===== config.mk =====
export PLATFORM = sky130hd
export DESIGN_NAME = volume_bank
export DESIGN_NICKNAME = d
export VERILOG_FILES = /design/src/verilog/volume_pkg.sv /design/src/verilog/volume_bank.sv /design/src/verilog/volume_ramp.sv
export VERILOG_INCLUDE_DIRS = /design/src /design/src/verilog
export SDC_FILE = /design/constraint.sdc
export NUM_CORES = 1
export LEC_CHECK = 0
export BUFFER_PORTS_ARGS = -buffer_cell sky130_fd_sc_hd__buf_4
export CORE_MARGIN = 2
export CORE_UTILIZATION = 67
export DETAILED_ROUTE_END_ITERATION = 16
export PLACE_DENSITY = 0.88
export SLEW_MARGIN = 20
export SYNTH_ARGS = -nofsm -noshare
export SYNTH_HDL_FRONTEND = slang
export SYNTH_HIERARCHICAL = 1
export SYNTH_SLANG_ARGS = --single-unit

===== constraint.sdc =====
create_clock -name core_clk -period 9 [get_ports core_clk]
set_input_delay 1.35 -clock core_clk [delete_from_list [all_inputs] [get_ports core_clk]]
set_output_delay 1.35 -clock core_clk [all_outputs]
set_load 0.005 [all_outputs]

===== src/verilog/volume_defines.svh =====
// Purpose: Offsets, field positions, reset values and timing counts of the channel volume bank.
// Assumes: Byte-wide register port; one frame clock period equals one sample period.
// Notes: Attenuation is carried internally in eighth-dB units, four per code step.
// How it works
// - Eight independent volume registers, one per output channel, each with its own level.
// - Channels sit at 0b/0c, 0e/0f, 11/12, 14/15: first then second of each pair.
// - Eight-bit code, half-dB steps, 00 is 0 dB default, 255 is deepest setting.
// - Attenuation equals code times 6.02/12 dB; printed dB values are approximate.
// - A new code takes effect through soft ramp and zero-cross settings; with both off it applies as one step.
// - With the halve bit set, the master clock is divided by two for the level ramps only.
// - With the halve bit clear, its default, the master clock passes undivided.
// - Soft ramp moves one eighth dB at a time, 1 dB per 8 frame periods.
// - Zero-cross gating waits for a crossing, forced after 512 to 1024 sample periods.
// - Zero crossings and level steps are tracked separately for each channel.
`ifndef VOLUME_DEFINES_SVH
`define VOLUME_DEFINES_SVH

`define ADDR_PAIR1_FIRST   8'h0b
`define ADDR_PAIR1_SECOND  8'h0c
`define ADDR_PAIR2_FIRST   8'h0e
`define ADDR_PAIR2_SECOND  8'h0f
`define ADDR_PAIR3_FIRST   8'h11
`define ADDR_PAIR3_SECOND  8'h12
`define ADDR_PAIR4_FIRST   8'h14
`define ADDR_PAIR4_SECOND  8'h15
`define ADDR_CLOCK_MODE    8'h16
`define ADDR_RAMP_CONTROL  8'h18
`define ADDR_LEVEL_STATUS  8'h19

`define VOLUME_RESET       8'h00
`define CLOCK_MODE_RESET   8'h00
`define RAMP_CONTROL_RESET 8'h00
`define HALVE_BIT          5
`define SOFT_RAMP_BIT      0
`define ZERO_CROSS_BIT     1

`define ZC_TIMEOUT_FRAMES  512
`define ZC_TIMEOUT_MAX     1024

`endif


===== src/verilog/volume_pkg.sv =====
// Purpose: Types shared by the volume bank and its per-channel ramp.
// Assumes: Eighth-dB attenuation fits ten bits (255 codes times four).
// Notes: Numeric constants live in volume_defines.svh.
package volume_pkg;

    typedef logic [9:0] eighths_t;

    // How a code change reaches the output level
    typedef struct packed {
        logic soft_ramp;
        logic zero_cross;
    } ramp_cfg_s;

    // Applied level of one channel
    typedef struct packed {
        logic     settled;
        eighths_t atten;
    } level_s;

    typedef enum logic {
        CH_SETTLED,
        CH_MOVING
    } ramp_state_e;

endpackage


===== src/verilog/volume_bank.sv =====
// Purpose: Eight channel volume registers, clock mode register and per-channel level ramps.
// Assumes: Register port and zero-cross pulses are on core_clk; frame_clock is a pin.
// Notes: The halved master clock is carried as a tick that gates every internal step.
//
// The strobed register port is this design's own decision.
`timescale 1ns/10ps
`include "volume_defines.svh"
module volume_bank #(
    parameter int NUM_CHANNELS   = 8,
    parameter int TIMEOUT_FRAMES = `ZC_TIMEOUT_FRAMES
) (
    input  wire logic                          core_clk,
    input  wire logic                          rst,
    input  wire logic [7:0]                    reg_addr,
    input  wire logic [7:0]                    reg_wdata,
    input  wire logic                          reg_wr,
    input  wire logic                          reg_rd,
    output logic [7:0]                         reg_rdata,
    input  wire logic                          frame_clock,
    input  wire logic [NUM_CHANNELS-1:0]       zero_cross,
    output volume_pkg::level_s [NUM_CHANNELS-1:0] channel_level,
    output logic                               master_clock_halve,
    output logic                               divided_clock_tick
);
    import volume_pkg::*;

    logic [7:0]              volume_code [NUM_CHANNELS];
    logic [NUM_CHANNELS-1:0] volume_hit;
    ramp_cfg_s               ramp_cfg;
    logic                    frame_meta;
    logic                    frame_sync;
    logic                    frame_prev;
    logic                    frame_edge;
    logic                    frame_pending;
    logic [NUM_CHANNELS-1:0] zero_pending;
    logic [7:0]              read_value;
    logic [7:0]              status_value;

    // Register address of each channel, first then second of each pair
    function automatic logic [7:0] channel_addr(input int ch);
        logic [7:0] a;
        a = 8'h00;
        case (ch)
            0:       a = `ADDR_PAIR1_FIRST;
            1:       a = `ADDR_PAIR1_SECOND;
            2:       a = `ADDR_PAIR2_FIRST;
            3:       a = `ADDR_PAIR2_SECOND;
            4:       a = `ADDR_PAIR3_FIRST;
            5:       a = `ADDR_PAIR3_SECOND;
            6:       a = `ADDR_PAIR4_FIRST;
            7:       a = `ADDR_PAIR4_SECOND;
            default: a = 8'h00;
        endcase
        return a;
    endfunction

    // Clock mode: only the halve bit is stored, so reserved bits cannot stick
    always_ff @(posedge core_clk)
    begin
        if (rst)
            master_clock_halve <= 1'(`CLOCK_MODE_RESET >> `HALVE_BIT);
        else if (reg_wr && reg_addr == `ADDR_CLOCK_MODE)
            master_clock_halve <= reg_wdata[`HALVE_BIT];
    end

    // Internal clock tick: every cycle undivided, every second cycle halved
    always_ff @(posedge core_clk)
    begin
        if (rst)
            divided_clock_tick <= 1'b1;
        else if (master_clock_halve)
            divided_clock_tick <= ~divided_clock_tick;
        else
            divided_clock_tick <= 1'b1;
    end

    // Ramp behaviour controls
    always_ff @(posedge core_clk)
    begin
        if (rst)
        begin
            ramp_cfg.soft_ramp  <= 1'b0;
            ramp_cfg.zero_cross <= 1'b0;
        end
        else if (reg_wr && reg_addr == `ADDR_RAMP_CONTROL)
        begin
            ramp_cfg.soft_ramp  <= reg_wdata[`SOFT_RAMP_BIT];
            ramp_cfg.zero_cross <= reg_wdata[`ZERO_CROSS_BIT];
        end
    end

    // Frame clock comes from a pin: two flops before anything looks at it
    always_ff @(posedge core_clk)
    begin
        if (rst)
        begin
            frame_meta <= 1'b0;
            frame_sync <= 1'b0;
            frame_prev <= 1'b0;
        end
        else
        begin
            frame_meta <= frame_clock;
            frame_sync <= frame_meta;
            frame_prev <= frame_sync;
        end
    end

    assign frame_edge = frame_sync && !frame_prev;

    // Hold a frame edge until a tick consumes it, so halving never loses one;
    // an edge that meets a tick is used at once and must not count twice
    always_ff @(posedge core_clk)
    begin
        if (rst)
            frame_pending <= 1'b0;
        else if (frame_edge && !divided_clock_tick)
            frame_pending <= 1'b1;
        else if (divided_clock_tick)
            frame_pending <= 1'b0;
    end

    // Per-channel registers, crossing capture and ramp
    genvar g;
    generate
        for (g = 0; g < NUM_CHANNELS; g++)
        begin : chan
            assign volume_hit[g] = (reg_addr == channel_addr(g));

            // Volume code; each channel written on its own address only
            always_ff @(posedge core_clk)
            begin
                if (rst)
                    volume_code[g] <= `VOLUME_RESET;
                else if (reg_wr && volume_hit[g])
                    volume_code[g] <= reg_wdata;
            end

            // Crossing held until a tick sees it; one that meets a tick is used at once
            always_ff @(posedge core_clk)
            begin
                if (rst)
                    zero_pending[g] <= 1'b0;
                else if (zero_cross[g] && !divided_clock_tick)
                    zero_pending[g] <= 1'b1;
                else if (divided_clock_tick)
                    zero_pending[g] <= 1'b0;
            end

            volume_ramp #(
                .TIMEOUT_FRAMES (TIMEOUT_FRAMES)
            ) ramp (
                .core_clk    (core_clk),
                .rst         (rst),
                .step_enable (divided_clock_tick),
                .frame_event (frame_pending || frame_edge),
                .zero_event  (zero_pending[g] || zero_cross[g]),
                .target_code (volume_code[g]),
                .cfg         (ramp_cfg),
                .level       (channel_level[g])
            );
        end
    endgenerate

    // Which channels have reached their programmed level
    always_comb
    begin
        status_value = 8'h00;
        for (int i = 0; i < NUM_CHANNELS && i < 8; i++)
            status_value[i] = channel_level[i].settled;
    end

    // Read mux; unmapped addresses and reserved bits read zero
    always_comb
    begin
        read_value = 8'h00;
        for (int i = 0; i < NUM_CHANNELS; i++)
            if (volume_hit[i])
                read_value = volume_code[i];
        case (reg_addr)
            `ADDR_CLOCK_MODE:   read_value = 8'(master_clock_halve) << `HALVE_BIT;
            `ADDR_RAMP_CONTROL: read_value = {6'h00, ramp_cfg.zero_cross, ramp_cfg.soft_ramp};
            `ADDR_LEVEL_STATUS: read_value = status_value;
            default:            read_value = read_value;
        endcase
    end

    // Read data stands only in the cycle after the strobe
    always_ff @(posedge core_clk)
    begin
        if (rst)
            reg_rdata <= 8'h00;
        else if (reg_rd)
            reg_rdata <= read_value;
        else
            reg_rdata <= 8'h00;
    end

endmodule // volume_bank


===== src/verilog/volume_ramp.sv =====
// Purpose: Moves one channel's applied attenuation toward its programmed code.
// Assumes: Events arrive unqualified; step_enable carries the divided clock tick.
// Notes: Timeout counts frames since the last step or crossing.
`timescale 1ns/10ps
`include "volume_defines.svh"
module volume_ramp #(
    parameter int TIMEOUT_FRAMES = `ZC_TIMEOUT_FRAMES
) (
    input  wire logic               core_clk,
    input  wire logic               rst,
    input  wire logic               step_enable,
    input  wire logic               frame_event,
    input  wire logic               zero_event,
    input  wire logic [7:0]         target_code,
    input  volume_pkg::ramp_cfg_s   cfg,
    output volume_pkg::level_s      level
);
    import volume_pkg::*;

    eighths_t    target;
    eighths_t    current;
    eighths_t    next_current;
    logic [9:0]  timeout_count;
    logic        timeout_hit;
    logic        step_ok;
    ramp_state_e state;

    // Each code step is four eighth-dB steps
    assign target = {target_code, 2'b00};
    assign timeout_hit = frame_event && (timeout_count >= 10'(TIMEOUT_FRAMES - 1));

    // Decide whether a step may be taken in this tick
    always_comb
    begin
        step_ok = 1'b0;
        if (step_enable)
        begin
            if (cfg.zero_cross)
                step_ok = zero_event || timeout_hit;
            else if (cfg.soft_ramp)
                step_ok = frame_event;
            else
                step_ok = 1'b1;
        end
    end

    // Soft ramp walks by one eighth dB; otherwise jump straight to target
    always_comb
    begin
        next_current = current;
        if (step_ok && current != target)
        begin
            if (!cfg.soft_ramp)
                next_current = target;
            else if (current < target)
                next_current = current + 10'd1;
            else
                next_current = current - 10'd1;
        end
    end

    // Applied level
    always_ff @(posedge core_clk)
    begin
        if (rst)
            current <= 10'h000;
        else
            current <= next_current;
    end

    // Frames since the last step; a crossing or a settled level restarts the wait,
    // so a forced step never comes early after a new code
    always_ff @(posedge core_clk)
    begin
        if (rst)
            timeout_count <= 10'h000;
        else if (step_enable && (zero_event || timeout_hit))
            timeout_count <= 10'h000;
        else if (current == target)
            timeout_count <= 10'h000;
        else if (step_enable && frame_event)
            timeout_count <= timeout_count + 10'd1;
    end

    // Settled or moving
    always_ff @(posedge core_clk)
    begin
        if (rst)
            state <= CH_SETTLED;
        else
        begin
            case (state)
                CH_SETTLED: if (target != current) state <= CH_MOVING;
                CH_MOVING:  if (next_current == target) state <= CH_SETTLED;
                default:    state <= CH_SETTLED;
            endcase
        end
    end

    assign level.settled = (state == CH_SETTLED);
    assign level.atten   = current;

endmodule // volume_ramp

## Word-level counts from Yosys, hierarchy flattened

Memory sizes are Yosys's and may differ from the RTL's.
Index checks and enable logic that the tools add are counted.

| cells by class | value |
|---|---|
| add/sub/neg operators | 24 |
| $lt $le $gt $ge | 16 |
| eq/ne operators | 43 |
| muxes and demuxes | 118 |
| bitwise logic cells | 19 |
| reduce and logical (&&, ||, !) cells | 83 |

Operators by type and width:

| kind | count |
|---|---|
| $mux W10 | 24 |
| $add A10 B1 Y10 const B | 16 |
| $eq A10 B10 Y1 | 16 |
| $ne A10 B10 Y1 | 16 |
| $mux W8 | 16 |
| $ge A10 B9 Y1 const B | 8 |
| $lt A10 B10 Y1 | 8 |
| $sub A10 B1 Y10 const B | 8 |
| $mux W1 | 69 |
| $eq A8 B5 Y1 const B | 7 |
| $logic_and A1 B1 Y1 | 45 |
| $eq A8 B4 Y1 const B | 4 |
| $pmux W8 S3 | 1 |
| $reduce_or A3 Y1 | 8 |
| $reduce_bool A2 Y1 | 9 |
| $logic_or A1 B1 Y1 | 17 |
| $pmux W1 S2 | 8 |
| $not A1 Y1 | 11 |
| $or A1 B1 Y1 | 8 |
| $reduce_or A2 Y1 | 2 |
| $logic_not A1 Y1 | 2 |

| storage, ports and cells | value |
|---|---|
| register bits | 192 |
| memory bits (writable) | 64 |
| bits of input ports | 29 |
| output and inout bits | 98 |
| logic and storage cells | 345 |
| memories | 1 |

Memory list:

| memory | depth | bits a word | read ports | clocked after memory_dff | write ports | line | RTL |
|---|---|---|---|---|---|---|---|
| volume_code | 8 | 8 | 8 | 0 | 8 | volume_bank.sv:27 | `logic [7:0] volume_code [NUM_CHANNELS];` |

## Longest topological paths before layout

| depth | value |
|---|---|
| depth in word-level cells | 12 |
| mapped depth | 16 |
| depth with buffers taken out | 16 |

## Modules after synthesis

The synthesis kept the hierarchy.

Modules (own cells, without submodules):

| module | times used | cells each | area each (sq um) | seq. area each (sq um) |
|---|---|---|---|---|
| volume_ramp at chan[1].ramp ... | 4 | 221 | 1,840.5 | 420.4 |
| volume_bank | 1 | 366 | 4,236.6 | 2,402.3 |
| volume_ramp at chan[3].ramp | 1 | 215 | 1,821.7 | 420.4 |
| volume_ramp at chan[2].ramp | 1 | 222 | 1,794.2 | 420.4 |
| volume_ramp at chan[7].ramp | 1 | 217 | 1,771.7 | 420.4 |
| volume_ramp at chan[0].ramp | 1 | 213 | 1,727.9 | 420.4 |

## Least setup slack after synthesis

OpenSTA, ideal clock, no wires.

| timing path | value |
|---|---|
| path kind | register to register |
| from | mem volume_code[0][1] |
| to | reg chan[0].ramp.state |
| arrival | 3.738 ns |
| data required time | 8.863 ns |
| slack | 5.125 ns |
| stages on the path, launching flop included | 17 |
| buffers on the path | 0 |
| cell sequence | edfxtp_1 -> inv_1 -> ha_1 -> nor2b_1 -> o211ai_1 -> a21oi_1 -> a211oi_1 -> inv_1 -> ha_1 -> a211oi_1 -> o21ai_0 -> a31oi_1 -> xnor2_1 -> xnor2_1 -> o41a_1 -> a2111oi_1 -> a221oi_1 |

RTL lines:

| element | line | RTL |
|---|---|---|
| start: declaration | volume_bank.sv:27 |  |
| end signal: assignment | volume_ramp.sv:89 | `state <= CH_SETTLED;` |
| end signal: assignment | volume_ramp.sv:93 | `CH_SETTLED: if (target != current) state <= CH_MOVING;` |
| end signal: assignment | volume_ramp.sv:94 | `CH_MOVING: if (next_current == target) state <= CH_SETTLED;` |
| end: declaration | volume_ramp.sv:26 | `ramp_state_e state;` |

==> flow_summary.ini <==
[power_and_ir_drop]
ir_drop_v = 0.000160
p_per_area_nw_per_um2 = 146
leakagePower_uw = 0.00857

[worst_setup_path]
r2r-start = volume_code[0][1]
path_max_fanout = 9
crit_required_ns = 9.38
cp-end-kind = flip-flop
critPathKind = flip-flop to flip-flop
cp-start-kind = flip-flop
crit_start = volume_code[0][1]
crit_arrival_ns = 5.07

[routing]
via_per_inst = 6.26
vias = 16418
route.detailed.drc = 0
drt-total-wl_mm = 49.3
antenna_left = 0
dr.pass1.iters = 6
drt-initial-drc-count = 1428
post_drt_wl_per_cell_um = 18.8

[sta]
setup_violations = 0
tns_ns = 0
final.period_utilization_pct = 52.1
worst_slack_ns = 4.31
hold_viol = 0
slew_viol_final = 0
clock-skew-final_ns = 0.0214
rsz0062_at_grt = no
fin_crit_ns = 4.69
worst_slew_pin_slew_ns = 1.03
fmax_mhz = 213
slew-limit-headroom_pct = 31.4

[clock_tree]
cts_hold_buffers = 0
cts_tree = built
clk_pin_slew_ns = 0.06
clk_latency_ns = 0.55
cts_setup_buffers = 0
root_buffer = clkbuf_16
clock-sinks = 256
cts-resized-gates = 0
htreeDepth = 1
clockBufferDepth = 3
cts_made_buffers = 27

[hold_path]
hp-class = flip-flop to flip-flop
min-delay-start = frame_meta

[global_routing]
grt_max_degree = 62
grtUsageTotal_pct = 33.0
antenna_found_initial = 2
grt_pass1_wl_mm = 78.4
grt.overflow.total = 0
grt_pass1_vias = 15946

[synthesis]
synth_cell_types = 96
synth_seq_cells = 256
yosysTopAreaCell = dfxtp_1
synth_edf_count = 64
ys_warn_count = 6
synth-xor-area-share_pct = 11.5
synth_top_family_by_area = simple AND/OR/NAND/NOR gates
synthMuxAreaShare_pct = 4.06
syn_area_sq_um = 18700
avgSynthCellArea_sq_um = 8.84
synth_top_flop_cell = dfxtp_1
synthSimpleGateAreaFrac_pct = 20.5
syn_nets = 2298
synth-compound-area-share_pct = 17.9
async_flop_share_pct = 0
ys_seq_area_share_pct = 30.8
synthCells = 2117
ys_top_cells_by_area = dfxtp_1 (21%), edfxtp_1 (10%), ha_1 (9.6%), xnor2_1 (6.5%), nor2_1 (4.9%)
synth_top_cell_area_share_pct = 20.5
synth-adder-area-share_pct = 10.5

[die]
num_io_pins = 127
dieHeight_um = 171
die_x_um = 171
initial_core_util_pct = 67.7
rows = 61
fp.coreArea_sq_um = 27600
fp.dieArea_sq_um = 29300

[cells_and_area]
fin_area_sq_um = 20800
area_growth_pct = 11.3
drive_gt1_share_pct = 13.5
final_nets = 2401

[placed_design]
place_ws_ns = 4.37
port_buffers = 126
place.gp.congestion = 0.994
hpwl_mm = 36.3
placed_cell_area_sq_um = 19900

[run_status]
status = finished, final reports clean

[flow_run]
cap_violations = 0
==> worst paths after layout <==
| path | slack (ns) | endpoint | cells after the start |
|---|---|---|---|
| max | 4.31 | chan[0].ramp/state | 16 |
| min reg2reg | 0.45 | frame_sync | 1 |
| max reg2reg | 4.31 | chan[0].ramp/state | 16 |
| min | 0.45 | frame_sync | 1 |
==> where the power goes <==
| group | total, uW | switching (uW) | leakage, uW | internal (uW) |
|---|---|---|---|---|
| logic | 604 | 339 | 0.00594 | 265 |
| clock network | 1170 | 480 | 0.000451 | 687 |
| registers | 1280 | 64.5 | 0.00218 | 1220 |
| total | 3050 | 884 | 0.00857 | 2170 |
==> cells in the final DEF, fill, tap and decap left out, drive strengths merged, types with 8 or more instances in the layout <==
cell type  instances
a31oi             20
nand4             38
and3              28
a21oi            111
or3               13
a41o               8
xor2              93
inv              152
nand2b            14
nor4b              9
a221oi             8
mux2i             61
and4               9
o211ai            17
nor2b             25
ha               144
a211oi            69
or2               11
o21ai             72
a41oi             13
clkbuf            38
a311oi            13
and2              74
nand3b            13
mux2              13
fa                 8
a21o              32
o31ai             11
nor4              20
edfxtp            64
buf              136
a2111oi            8
nand2            139
nand3             52
dfxtp            192
xnor2            139
nor2             250
o22ai              9
nor3              37
==> final cells by class <==
cell class | count | area, sq um
Tap cell | 378 | 473
Sequential cell | 256 | 5770
Antenna cell | 3 | 7.51
Multi-Input combinational cell | 1647 | 12000
Fill cell | 1967 | 6800
Inverter | 152 | 571
Timing Repair Buffer | 136 | 1030
Clock buffer | 38 | 810
Clock inverter | 12 | 128
==> Yosys cell counts, types with 25 or more instances <==
master and instances:
xor2_1 93, a211oi_1 47, ha_1 144, mux2i_1 60
o21ai_0 62, nor2b_1 25, nand2_1 135, edfxtp_1 64
nor3_1 31, and2_1 74, inv_1 151, dfxtp_1 192
nand4_1 37, a21oi_1 103, xnor2_1 139, nor2_1 244
clkbuf_1 39, nand3_1 52, a21o_1 32
==> cells by family after synthesis <==
family          after synthesis
xor+xnor                    237
compound gates              440
fa+ha+maj                   152
flops                       256
mux                          74
buf+inv                     214
simple gates                744
==> layer usage <==
layer	vias up	GRT usage [%]	part of all wire, %
li1	7780	-	-
met4	0	13.2	3.8
met2	648	56.2	47
met5	-	0	0
met3	147	5.14	7.7
met1	7843	42.0	41
==> per-stage QoR <==
step           util [%]  total power [uW]  hold slack, ns  cells
3_5_place_dp       71.9              1890           0.430   2568
3_3_place_gp       71.9              1870           0.417   2568
2_1_floorplan         -              1730           0.414   2117
4_1_cts            75.3              3040           0.448   2618
6_report           75.4              3050           0.446   2622
5_1_grt            75.4              3160           0.452   2620
==> registers in the layout (all words and copies together) (netlist names) <==
signal / flops
frame_sync: 1
chan.ramp/current: 80
chan.ramp/state: 8
frame_pending: 1
divided_clock_tick: 1
chan.ramp/timeout_count: 80
frame_prev: 1
ramp_cfg: 2
volume_code: 64
zero_pending: 8
master_clock_halve: 1
frame_meta: 1
reg_rdata: 8
==> worst max-delay path, cell delays in order, from the launching register on <==
cell       delay (ns)
edfxtp_1         0.48
inv_1            0.09
ha_1             0.31
nor2b_1          0.13
o211ai_1         0.16
a21oi_1          0.10
a211oi_1         0.55
inv_1            0.35
ha_1             0.37
a211oi_1         0.38
o21ai_0          0.16
a31oi_1          0.28
xnor2_1          0.19
xnor2_1          0.11
o41a_1           0.38
a2111oi_1        0.34
a221oi_1         0.13
(Power assumes the default switching activity.)
